`src/pkg/msd_pkg.sv`:
```
// Package: constants and types of the motion stop/start detector
package msd_pkg;
   // ----------------------------------------------------------------
   // Conversion and timing
   // ----------------------------------------------------------------
   localparam int SAMPLE_W = 10;
   localparam int DATA_W = 12;
   localparam logic [9:0] ZERO_G_CODE = 10'h1f4;
   localparam int SAMPLE_PERIOD_MS = 4;
   localparam int STOP_TIME_MS = 120;
   localparam int TURN_TIME_MS = 20;
   localparam logic [7:0] STOP_SAMPLES =
      8'((STOP_TIME_MS + SAMPLE_PERIOD_MS - 1) / SAMPLE_PERIOD_MS);
   localparam logic [7:0] TURN_SAMPLES =
      8'((TURN_TIME_MS + SAMPLE_PERIOD_MS - 1) / SAMPLE_PERIOD_MS);
   // ----------------------------------------------------------------
   // Threshold reset values and accumulator width
   // ----------------------------------------------------------------
   localparam logic [9:0] QUIET_THR_RST = 10'h014;
   localparam logic [9:0] MOVE_THR_RST = 10'h01e;
   localparam logic [9:0] TURN_THR_RST = 10'h005;
   localparam int SUM_W = 20;
   // ----------------------------------------------------------------
   // Top level states
   // ----------------------------------------------------------------
   typedef enum logic [2:0] {
      MSD_WAIT_STOP = 3'b001,
      MSD_STOPPED = 3'b010,
      MSD_MOVING = 3'b100
   } msd_state_type;
endpackage : msd_pkg

```
`src/hw/msd_axis.sv`:
```
// Per-axis quiet detection, baseline and first wave maximum tracking
`timescale 1ns/1ps
module msd_axis
   import msd_pkg::*;
(
   input wire logic clk_i,
   input wire logic resetn_i,
   input wire logic sample_i,
   input wire logic [SAMPLE_W-1:0] raw_i,
   input wire logic [1:0] mode_i,
   input wire logic capture_i,
   input wire logic [9:0] quiet_thr_i,
   input wire logic [9:0] move_thr_i,
   input wire logic [9:0] turn_thr_i,
   input wire logic [7:0] turn_len_i,
   output logic quiet_o,
   output logic moved_o,
   output logic dir_o,
   output logic peak_done_o,
   output logic signed [DATA_W-1:0] value_o,
   output logic signed [DATA_W-1:0] base_o,
   output logic signed [DATA_W-1:0] peak_o
);
   typedef struct packed {
      logic signed [DATA_W-1:0] prev;
      logic signed [DATA_W-1:0] value;
      logic signed [DATA_W-1:0] base;
      logic signed [SUM_W-1:0] sum;
      logic [7:0] cnt;
      logic dir;
      logic falling;
      logic done;
      logic signed [DATA_W-1:0] peak;
      logic [7:0] tcnt;
   } msd_ax_type;
   msd_ax_type s_r, s_nxt;
   logic signed [DATA_W-1:0] cur, diff, dev, sdev, speak, gap;
   logic [DATA_W-1:0] adiff, adev;

   assign cur = DATA_W'($signed({2'b00, raw_i}) -
      $signed({2'b00, ZERO_G_CODE}));
   assign diff = cur - s_r.prev;
   assign adiff = diff[DATA_W-1] ? DATA_W'(-diff) : diff;
   assign dev = cur - s_r.base;
   assign adev = dev[DATA_W-1] ? DATA_W'(-dev) : dev;
   // Deviation mirrored so growth is always positive in the move direction
   assign sdev = s_r.dir ? DATA_W'(-dev) : dev;
   assign speak = s_r.dir ? DATA_W'(-s_r.peak) : s_r.peak;
   assign gap = speak - sdev;
   assign quiet_o = adiff <= {2'b00, quiet_thr_i};
   assign moved_o = adev >= {2'b00, move_thr_i};

   always_comb begin
      s_nxt = s_r;
      // Capture comes in the cycle after the stop sample, with or without a sample
      if (capture_i) begin
         // Average over the quiet run, rounded toward zero
         s_nxt.base = DATA_W'(s_r.sum / $signed({12'h000, s_r.cnt}));
      end
      if (sample_i) begin
         s_nxt.prev = cur;
         s_nxt.value = cur;
         case (mode_i)
            2'd0: begin
               if (quiet_o) begin
                  s_nxt.sum = s_r.sum + SUM_W'(cur);
                  s_nxt.cnt = s_r.cnt + 8'h01;
               end else begin
                  s_nxt.sum = '0;
                  s_nxt.cnt = 8'h00;
               end
            end
            2'd1: begin
               s_nxt.dir = dev[DATA_W-1];
               s_nxt.peak = dev;
               s_nxt.falling = 1'b0;
               s_nxt.done = 1'b0;
               s_nxt.tcnt = 8'h00;
               s_nxt.sum = '0;
               s_nxt.cnt = 8'h00;
            end
            2'd2: begin
               if (!s_r.done) begin
                  if (sdev > speak) begin
                     s_nxt.peak = dev;
                     s_nxt.falling = 1'b0;
                     s_nxt.tcnt = 8'h00;
                  end else if (sdev < speak) begin
                     s_nxt.falling = 1'b1;
                     s_nxt.tcnt = s_r.tcnt + 8'h01;
                     if (s_r.tcnt + 8'h01 >= turn_len_i &&
                         gap >= $signed({2'b00, turn_thr_i})) begin
                        s_nxt.done = 1'b1;
                     end
                  end else begin
                     s_nxt.tcnt = 8'h00;
                  end
               end
            end
            default: begin
               s_nxt.sum = '0;
               s_nxt.cnt = 8'h00;
            end
         endcase
      end
   end

   always_ff @(posedge clk_i or negedge resetn_i) begin
      if (!resetn_i) begin
         s_r <= '0;
      end else begin
         s_r <= s_nxt;
      end
   end

   assign dir_o = s_r.dir;
   assign peak_done_o = s_r.done;
   assign value_o = s_r.value;
   assign base_o = s_r.base;
   assign peak_o = s_r.peak;
endmodule : msd_axis

```
`src/hw/msd_top.sv`:
```
// Motion stop/start detector: three axes, stop, move start, first peak
//
// Summary of operation
// Each axis subtracts zero-g code 500; one g is about 137 counts.
// Converter delivers one X/Y/Z triple every 4 ms; one triple per period.
// Axis quiet when change from previous sample is at most threshold (20).
// Stopped after all axes quiet for 120 ms; noisy sample restarts count.
// On stop, each axis baseline is average of quiet-interval samples.
// While stopped, move start when axis deviates at least 30 from base.
// Direction per axis from deviation sign: positive rear/left/down.
// After move start, track first wave maximum of deviation.
// Peak fixed when wave falls below it 20 ms and by at least 5.
// Quiet/move thresholds, stop duration programmable; reset defaults; in samples.
// Move start only while stopped; reset or end of tracking return to stop detection.
`timescale 1ns/1ps
module msd_top
   import msd_pkg::*;
(
   input wire logic clk_i,
   input wire logic resetn_i,
   input wire logic sample_valid_i,
   input wire logic [SAMPLE_W-1:0] x_raw_i,
   input wire logic [SAMPLE_W-1:0] y_raw_i,
   input wire logic [SAMPLE_W-1:0] z_raw_i,
   input wire logic cfg_we_i,
   input wire logic [9:0] quiet_thr_i,
   input wire logic [9:0] move_thr_i,
   input wire logic [7:0] stop_len_i,
   input wire logic track_end_i,
   output logic stopped_o,
   output logic moving_o,
   output logic move_start_o,
   output logic [2:0] dir_o,
   output logic peak_done_o,
   output logic [3*DATA_W-1:0] value_o,
   output logic [3*DATA_W-1:0] base_o,
   output logic [3*DATA_W-1:0] peak_o,
   output logic [9:0] quiet_thr_o,
   output logic [9:0] move_thr_o,
   output logic [7:0] stop_len_o
);
   // ----------------------------------------------------------------
   // State
   // ----------------------------------------------------------------
   typedef struct packed {
      msd_state_type st;
      logic [9:0] quiet_thr;
      logic [9:0] move_thr;
      logic [7:0] stop_len;
      logic [7:0] qcnt;
      logic start;
   } msd_top_type;
   msd_top_type s_r, s_nxt;
   logic [2:0] quiet, moved, dir, pdone;
   logic [1:0] mode;
   logic capture, all_quiet;
   logic [SAMPLE_W-1:0] raw [3];

   assign raw[0] = x_raw_i;
   assign raw[1] = y_raw_i;
   assign raw[2] = z_raw_i;
   assign all_quiet = &quiet;

   // ----------------------------------------------------------------
   // Axis datapaths
   // ----------------------------------------------------------------
   for (genvar g = 0; g < 3; g++) begin : g_axis
      msd_axis u_axis (
         .clk_i(clk_i),
         .resetn_i(resetn_i),
         .sample_i(sample_valid_i),
         .raw_i(raw[g]),
         .mode_i(mode),
         .capture_i(capture),
         .quiet_thr_i(s_r.quiet_thr),
         .move_thr_i(s_r.move_thr),
         .turn_thr_i(TURN_THR_RST),
         .turn_len_i(TURN_SAMPLES),
         .quiet_o(quiet[g]),
         .moved_o(moved[g]),
         .dir_o(dir[g]),
         .peak_done_o(pdone[g]),
         .value_o(value_o[g*DATA_W +: DATA_W]),
         .base_o(base_o[g*DATA_W +: DATA_W]),
         .peak_o(peak_o[g*DATA_W +: DATA_W])
      );
   end

   // ----------------------------------------------------------------
   // Sequencing
   // ----------------------------------------------------------------
   always_comb begin
      s_nxt = s_r;
      s_nxt.start = 1'b0;
      mode = 2'd3;
      capture = 1'b0;
      if (cfg_we_i) begin
         s_nxt.quiet_thr = quiet_thr_i;
         s_nxt.move_thr = move_thr_i;
         s_nxt.stop_len = (stop_len_i == 8'h00) ? 8'h01 : stop_len_i;
      end
      case (s_r.st)
         MSD_WAIT_STOP: begin
            mode = 2'd0;
            if (sample_valid_i) begin
               if (all_quiet) begin
                  s_nxt.qcnt = s_r.qcnt + 8'h01;
                  if (s_r.qcnt + 8'h01 >= s_r.stop_len) begin
                     s_nxt.st = MSD_STOPPED;
                     s_nxt.qcnt = 8'h00;
                  end
               end else begin
                  s_nxt.qcnt = 8'h00;
               end
            end
         end
         MSD_STOPPED: begin
            // Baseline taken from sums accumulated up to the stop sample
            mode = 2'd0;
            capture = s_r.qcnt == 8'h00;
            s_nxt.qcnt = 8'h01;
            if (sample_valid_i && capture) begin
               mode = 2'd3;
            end else if (sample_valid_i && |moved) begin
               mode = 2'd1;
               s_nxt.st = MSD_MOVING;
               s_nxt.start = 1'b1;
               s_nxt.qcnt = 8'h00;
            end else begin
               mode = 2'd3;
            end
         end
         MSD_MOVING: begin
            mode = 2'd2;
            if (track_end_i) begin
               s_nxt.st = MSD_WAIT_STOP;
               s_nxt.qcnt = 8'h00;
            end
         end
         default: begin
            s_nxt.st = MSD_WAIT_STOP;
            s_nxt.qcnt = 8'h00;
         end
      endcase
   end

   always_ff @(posedge clk_i or negedge resetn_i) begin
      if (!resetn_i) begin
         s_r.st <= MSD_WAIT_STOP;
         s_r.quiet_thr <= QUIET_THR_RST;
         s_r.move_thr <= MOVE_THR_RST;
         s_r.stop_len <= STOP_SAMPLES;
         s_r.qcnt <= 8'h00;
         s_r.start <= 1'b0;
      end else begin
         s_r <= s_nxt;
      end
   end

   assign stopped_o = s_r.st == MSD_STOPPED;
   assign moving_o = s_r.st == MSD_MOVING;
   assign move_start_o = s_r.start;
   assign dir_o = dir;
   assign peak_done_o = &pdone | (|pdone & moving_o);
   assign quiet_thr_o = s_r.quiet_thr;
   assign move_thr_o = s_r.move_thr;
   assign stop_len_o = s_r.stop_len;
endmodule : msd_top

```
`config.mk`:
```
export PLATFORM = sky130hd
export DESIGN_NAME = msd_top
export DESIGN_NICKNAME = d
export VERILOG_FILES = /design/src/pkg/msd_pkg.sv /design/src/hw/msd_axis.sv /design/src/hw/msd_top.sv
export SDC_FILE = /design/constraint.sdc
export NUM_CORES = 2
export LEC_CHECK = 0
export ABC_AREA = 1
export CORE_ASPECT_RATIO = 1.1
export CORE_UTILIZATION = 45
export CTS_BUF_LIST = sky130_fd_sc_hd__clkbuf_4
export DETAILED_ROUTE_END_ITERATION = 7
export DONT_BUFFER_PORTS = 1
export GPL_ROUTABILITY_DRIVEN = 0
export SETUP_SLACK_MARGIN = 0.3
export SYNTH_ARGS = -nofsm -noshare
export SYNTH_HDL_FRONTEND = slang
export SYNTH_SLANG_ARGS = --single-unit
```
`constraint.sdc`:
```
create_clock -name clk_i -period 42.2 [get_ports clk_i]
set_input_delay 4.22 -clock clk_i [delete_from_list [all_inputs] [get_ports clk_i]]
set_output_delay 4.22 -clock clk_i [all_outputs]
set_load 0.03 [all_outputs]
```
Word-level counts from Yosys, hierarchy flattened --
Index checks and enable logic that the tools add are counted.
Cells by class: $add $sub $neg 31, div/mod/pow operators 3, magnitude comparators 19, eq/ne operators 17, mux-type cells 62, bitwise operators 3, reduce and logical (&&, ||, !) cells 24
Operator list (count):
- 12-bit two-way mux | 15
- 28-bit one-hot mux with 2 select lines | 3
- 21-bit one-hot mux with 2 select lines | 3
- 12-bit negator | 9
- 8-bit two-way mux | 11
- 28-bit two-way mux | 3
- 21-bit two-way mux | 3
- 20-bit by 11-bit adder with 20-bit output | 3
- 20-bit by 9-bit divider with 20-bit output | 3
- 8-bit by 1-bit adder with 8-bit output (second input constant) | 7
- 12-bit by 10-bit greater-or-equal comparator with 1-bit output | 3
- 12-bit by 4-bit greater-or-equal comparator with 1-bit output (second input constant) | 3
- 12-bit > comparator | 3
- 12-bit by 10-bit less-or-equal comparator with 1-bit output | 3
- 12-bit < comparator | 3
- 11-bit by 11-bit subtractor with 12-bit output | 3
- 11-bit by 12-bit subtractor with 12-bit output | 3
- 12-bit subtractor | 3
- 10-bit by 9-bit subtractor with 11-bit output (second input constant) | 3
- 8-bit by 3-bit greater-or-equal comparator with 1-bit output (second input constant) | 3
- 8-bit one-hot mux with 3 select lines | 1
- 3-bit two-way mux | 6
- 8-bit logical NOT | 2
- 2-bit inequality test (second input constant) | 8
- other kinds (22) | 52
Word-level totals: register bits after elaboration 259, input port bits 63, output and inout bits 143, logic and storage cells 189

Longest topological paths before layout --
word-level depth 13, mapped depth 303, depth with buffers taken out 289

Cells and area by module --
A second synthesis with hierarchy kept.
Second synthesis, totals: cells, all modules 7866, area total of the unflattened synthesis 51131.5 sq um
Modules (own cells, without submodules):
- msd_axis at g_axis[2].u_axis | times used 1, cells an instance 2544, area each 16417.0 sq um, sequential area each 1826.8 sq um
- msd_axis at g_axis[1].u_axis | times used 1, cells an instance 2543, area each 16260.6 sq um, sequential area each 1826.8 sq um
- msd_axis at g_axis[0].u_axis | times used 1, cells an instance 2521, area each 16143.0 sq um, sequential area each 1826.8 sq um
- msd_top | times used 1, cells an instance 258, area each 2311.0 sq um, sequential area each 1014.7 sq um

Least setup slack after synthesis --
Ideal clock, no wire load.
kind reg-to-reg, start register g_axis[2].u_axis.s_r[32] (netlist bit), end register g_axis[2].u_axis.s_r, in the netlist g_axis[2].u_axis.base_o[10], setup time 0.133 ns, data arrival time 36.780 ns, data required time 42.067 ns, path slack 5.287 ns, stages on the path, launching flop included 296, path buffers 14, clock period less this slack 36.913 ns, cells stage by stage dfrtp_1 -> inv_1 -> ha_1 -> nand2_4 -> nor2_4 -> nand2_2 -> o21ai_2 -> nand2_1 -> nand2_1 -> nand2_1 -> ha_1 -> nor2_1 -> nor2_1 -> o21ai_2 -> nand3_2 -> nand2_1 -> inv_1 -> ha_1 -> [260 not listed] -> o21ai_0 -> ha_1 -> a21boi_0 -> o21a_1 -> o21ai_0 -> a21oi_1 -> a2111oi_0 -> nand3_2 -> nor2_2 -> nand2_2 -> nor2_4 -> ha_1 -> inv_1 -> nor2_1 -> nand3_1 -> o41ai_1 -> xor2_1 -> o21ai_0
On the way: cells in the longest elaborated chain, start to end 1
RTL lines:
- start, declared | line msd_axis.sv:36 | msd_ax_type s_r, s_nxt;
- start signal, assigned | line msd_axis.sv:112 | s_r <= s_nxt;
- 20-bit by 9-bit divider with 20-bit output | line msd_axis.sv:58 | s_nxt.base = DATA_W'(s_r.sum / $signed({12'h000, s_r.cnt}));
Every way passes these cells. A chain may end at the register's enable or synchronous reset.

Final worst setup path --
start register g_axis[0].u_axis.s_r[38] (netlist bit), end register g_axis[0].u_axis.s_r, in the netlist g_axis[0].u_axis.base_o[4]
On the way: cells in the longest elaborated chain, start to end 1
RTL lines (line):
- start, declared | msd_axis.sv:36
- start signal, assigned | msd_axis.sv:112
- 20-bit by 9-bit divider with 20-bit output | msd_axis.sv:58
Every way passes these cells.

==> run metrics <==
critical path endpoint category=register; Sequential Area=6490 um2; Yosys top cell by area=ha_1; Req. time, crit path=42900 ps; Hold Crit Class=register to register; clock skew=76.9 ps; Iter 0 DRT Violations=2821; Hold EP=g_axis[1].u_axis.s_r[7]; HP Start=g_axis[1].u_axis.s_r[7]; CP max stage delay=460 ps; WHS Path Cells=2; Multi-input gate area=36900 um2; Mapped Area=49300 um2; die area=111000 um2; R2R Path Start=g_axis[0].u_axis.s_r[38]; RSZ-0062 raised after global routing=no; Synth top area share=0.167; R2R Setup Slk=4070 ps; setup violators final=0; Core Region=109000 um2; die height=349 um; Max Clk Rate=0.0262 GHz; CP max stage cell=dfrtp_1; most used flip-flop cell after synthesis=dfrtp_1; Post-Synth XOR/XNOR Area=0.0964; Top cell by count, worst path=nand2_1; largest fanout on the critical path=15; CP Class=register to register; outcome=finished clean; main combinational cell family by area after synthesis=simple AND/OR/NAND/NOR gates; simple-gate share of the synthesized area=0.316; GRT Overall Usage=0.258; clock-pin slew on the worst setup and hold paths=60 ps; mux cell area share after synthesis=0; Pre-Repair DR Iteration Count=5; EDFF count, synth=0; worst-margin pin slew=1090 ps; antenna-violating nets left=0; # IOs=206; Synth Area in Adders=0.172; syn avg cell area=6.51 um2; Vias=48099; CTS sink cnt=259; Tmin final=38130 ps; Synth Area in Compound Gates=0.156; Pins Over Slew Limit=0; Yosys warnings=0; Worst EP arrival=38830 ps; Max-Cap Viols=0; worst skew pair latency=890 ps; slew margin rel.=0.273; Die Width=318 um; Final Hold Viols=0; Area Growth Syn to Fin=5.58%; Routed WL=146000 um; reg2reg end=g_axis[0].u_axis.base_o[4]; most common cell after layout, fill and taps aside=nand2_1; flops & latches, synth=259; most frequent cells in the layout=nand2_1 (1649), inv_1 (1129), ha_1 (658); clock root buffer=clkbuf_4; post-synthesis sequential area ratio=0.132; Synth Net Count=8308; pin count of the biggest net entering global routing=260; CTS tree=done; wire per inst=16.2 um; overall overflow remaining after global route=0; hpwl dp=116000 um; nets@finish=8303; synth unique cells=79; post-synthesis async set-or-reset flop share=1.00; cts bufs inserted=83; startpoint types=register; Max Root-Sink Buffers=3; crit share post-route=0.904; worst setup path startpoint=g_axis[0].u_axis.s_r[38]; number of global-route vias before repair=45029; TNS Setup=0 ps; vias per cell=5.31; global-route wire length before repair=235000 um; Synth Instances=7575; initial antenna violation count=1; placement row count=127; drc violations=0; filler cell count=11275; R2R depth=271; htree depth=3; PortBufs=0; Initial Utilization=0.453; synth top area cells=ha_1 (17%), dfrtp_1 (13%), nand2_1 (13%), inv_1 (8.7%), xor2_1 (7.4%); proportion of layout cells with a drive suffix above 1=0.111
timing repair:
action | 4_1_cts | 5_1_grt
hold buffers | 0 | 0
gates resized for setup | 6 | 102
gates cloned | 0 | 6
buffers inserted | 0 | 82
endpoints found under the setup margin | 11 | 36
pin swaps | 0 | 15
worst max path at each step:
stage | endpoint | slack (ps)
6_report | g_axis[0].u_axis.base_o[4] | 4070
3_5_place_dp | g_axis[0].u_axis.base_o[8] | -300
2_1_floorplan | g_axis[2].u_axis.base_o[10] | 5290
5_1_grt | g_axis[0].u_axis.base_o[4] | 190
4_1_cts | g_axis[0].u_axis.base_o[4] | 320
3_3_place_gp | g_axis[0].u_axis.base_o[8] | 60
final cells by class:
| class | count | area share |
|---|---|---|
| Inverter | 1212 | 0.0889 |
| Antenna cell | 2 | 0.0000961 |
| Clock buffer | 112 | 0.0161 |
| Timing Repair Buffer | 159 | 0.0231 |
| Sequential cell | 259 | 0.125 |
| Clock inverter | 37 | 0.00473 |
| Multi-Input combinational cell | 5852 | 0.708 |
| Tap cell | 1419 | 0.0341 |
| Timing Repair inverter | 3 | 0.000288 |
sequential cells by signal (all words and copies together), names as in the netlist:
| register | flops |
|---|---|
| g_axis.u_axis.peak_o | 36 |
| quiet_thr_o | 10 |
| stop_len_o | 8 |
| move_thr_o | 10 |
| s_r | 11 |
| g_axis.u_axis.peak_done_o | 3 |
| g_axis.u_axis.dir_o | 3 |
| move_start_o | 1 |
| g_axis.u_axis.s_r | 141 |
| g_axis.u_axis.base_o | 36 |
stage by stage:
stage | area (um2) | cells | setup slack, ps | util | hold WS (ps)
finish | 52100 | 9055 | 4070 | 0.478 | 538
global route | 52100 | 9054 | 194 | 0.478 | 598
CTS | 51000 | 8965 | 315 | 0.469 | 540
detailed placement | 49900 | 8816 | -299 | 0.459 | 524
global placement | 49900 | 8816 | 58.1 | 0.459 | 511
floorplan | 49300 | 7575 | 5290 | - | 472
routing by layer:
layer  up-vias  GRT usage  part of all wire
met5         -          0                 0
met4         0     0.0634             0.022
met3       183     0.0389             0.054
met2       960      0.445              0.46
met1     22126      0.334              0.46
li1      24830          -                 -
synth_stat cells, types with 95 or more instances:
library cell  instances
nand2_1            1651
a21oi_1             365
buf_4               149
nand2_2             110
dfrtp_1             248
xnor2_1             125
nand4_1             125
xor2_1              418
inv_1              1144
ha_1                658
nand3_1             445
nor3_1               95
nor2_1              508
o21ai_0             560
cell families (layout without fill, tap and decap cells):
logic type / Yosys count / in the layout
AO/OA/AOI/OAI: 1336 / 1336
adder cells (fa/ha/maj): 670 / 670
buffers and inverters: 1467 / 1523
other: 0 / 2
AND/OR/NAND/NOR: 3300 / 3303
flip-flops: 259 / 259
XOR/XNOR: 543 / 543
critical path: cells and delay by family, from the launching register on:
kind	cells	cell delay, ps
buf+inv	33	3160
compound gates	75	12720
simple gates	141	14990
fa+ha+maj	21	6220
xor+xnor	1	330
flops	1	460
Power is left out: the tool's default activity adds up to more than one toggle a clock period on the data nets, which glitch-free logic cannot reach.
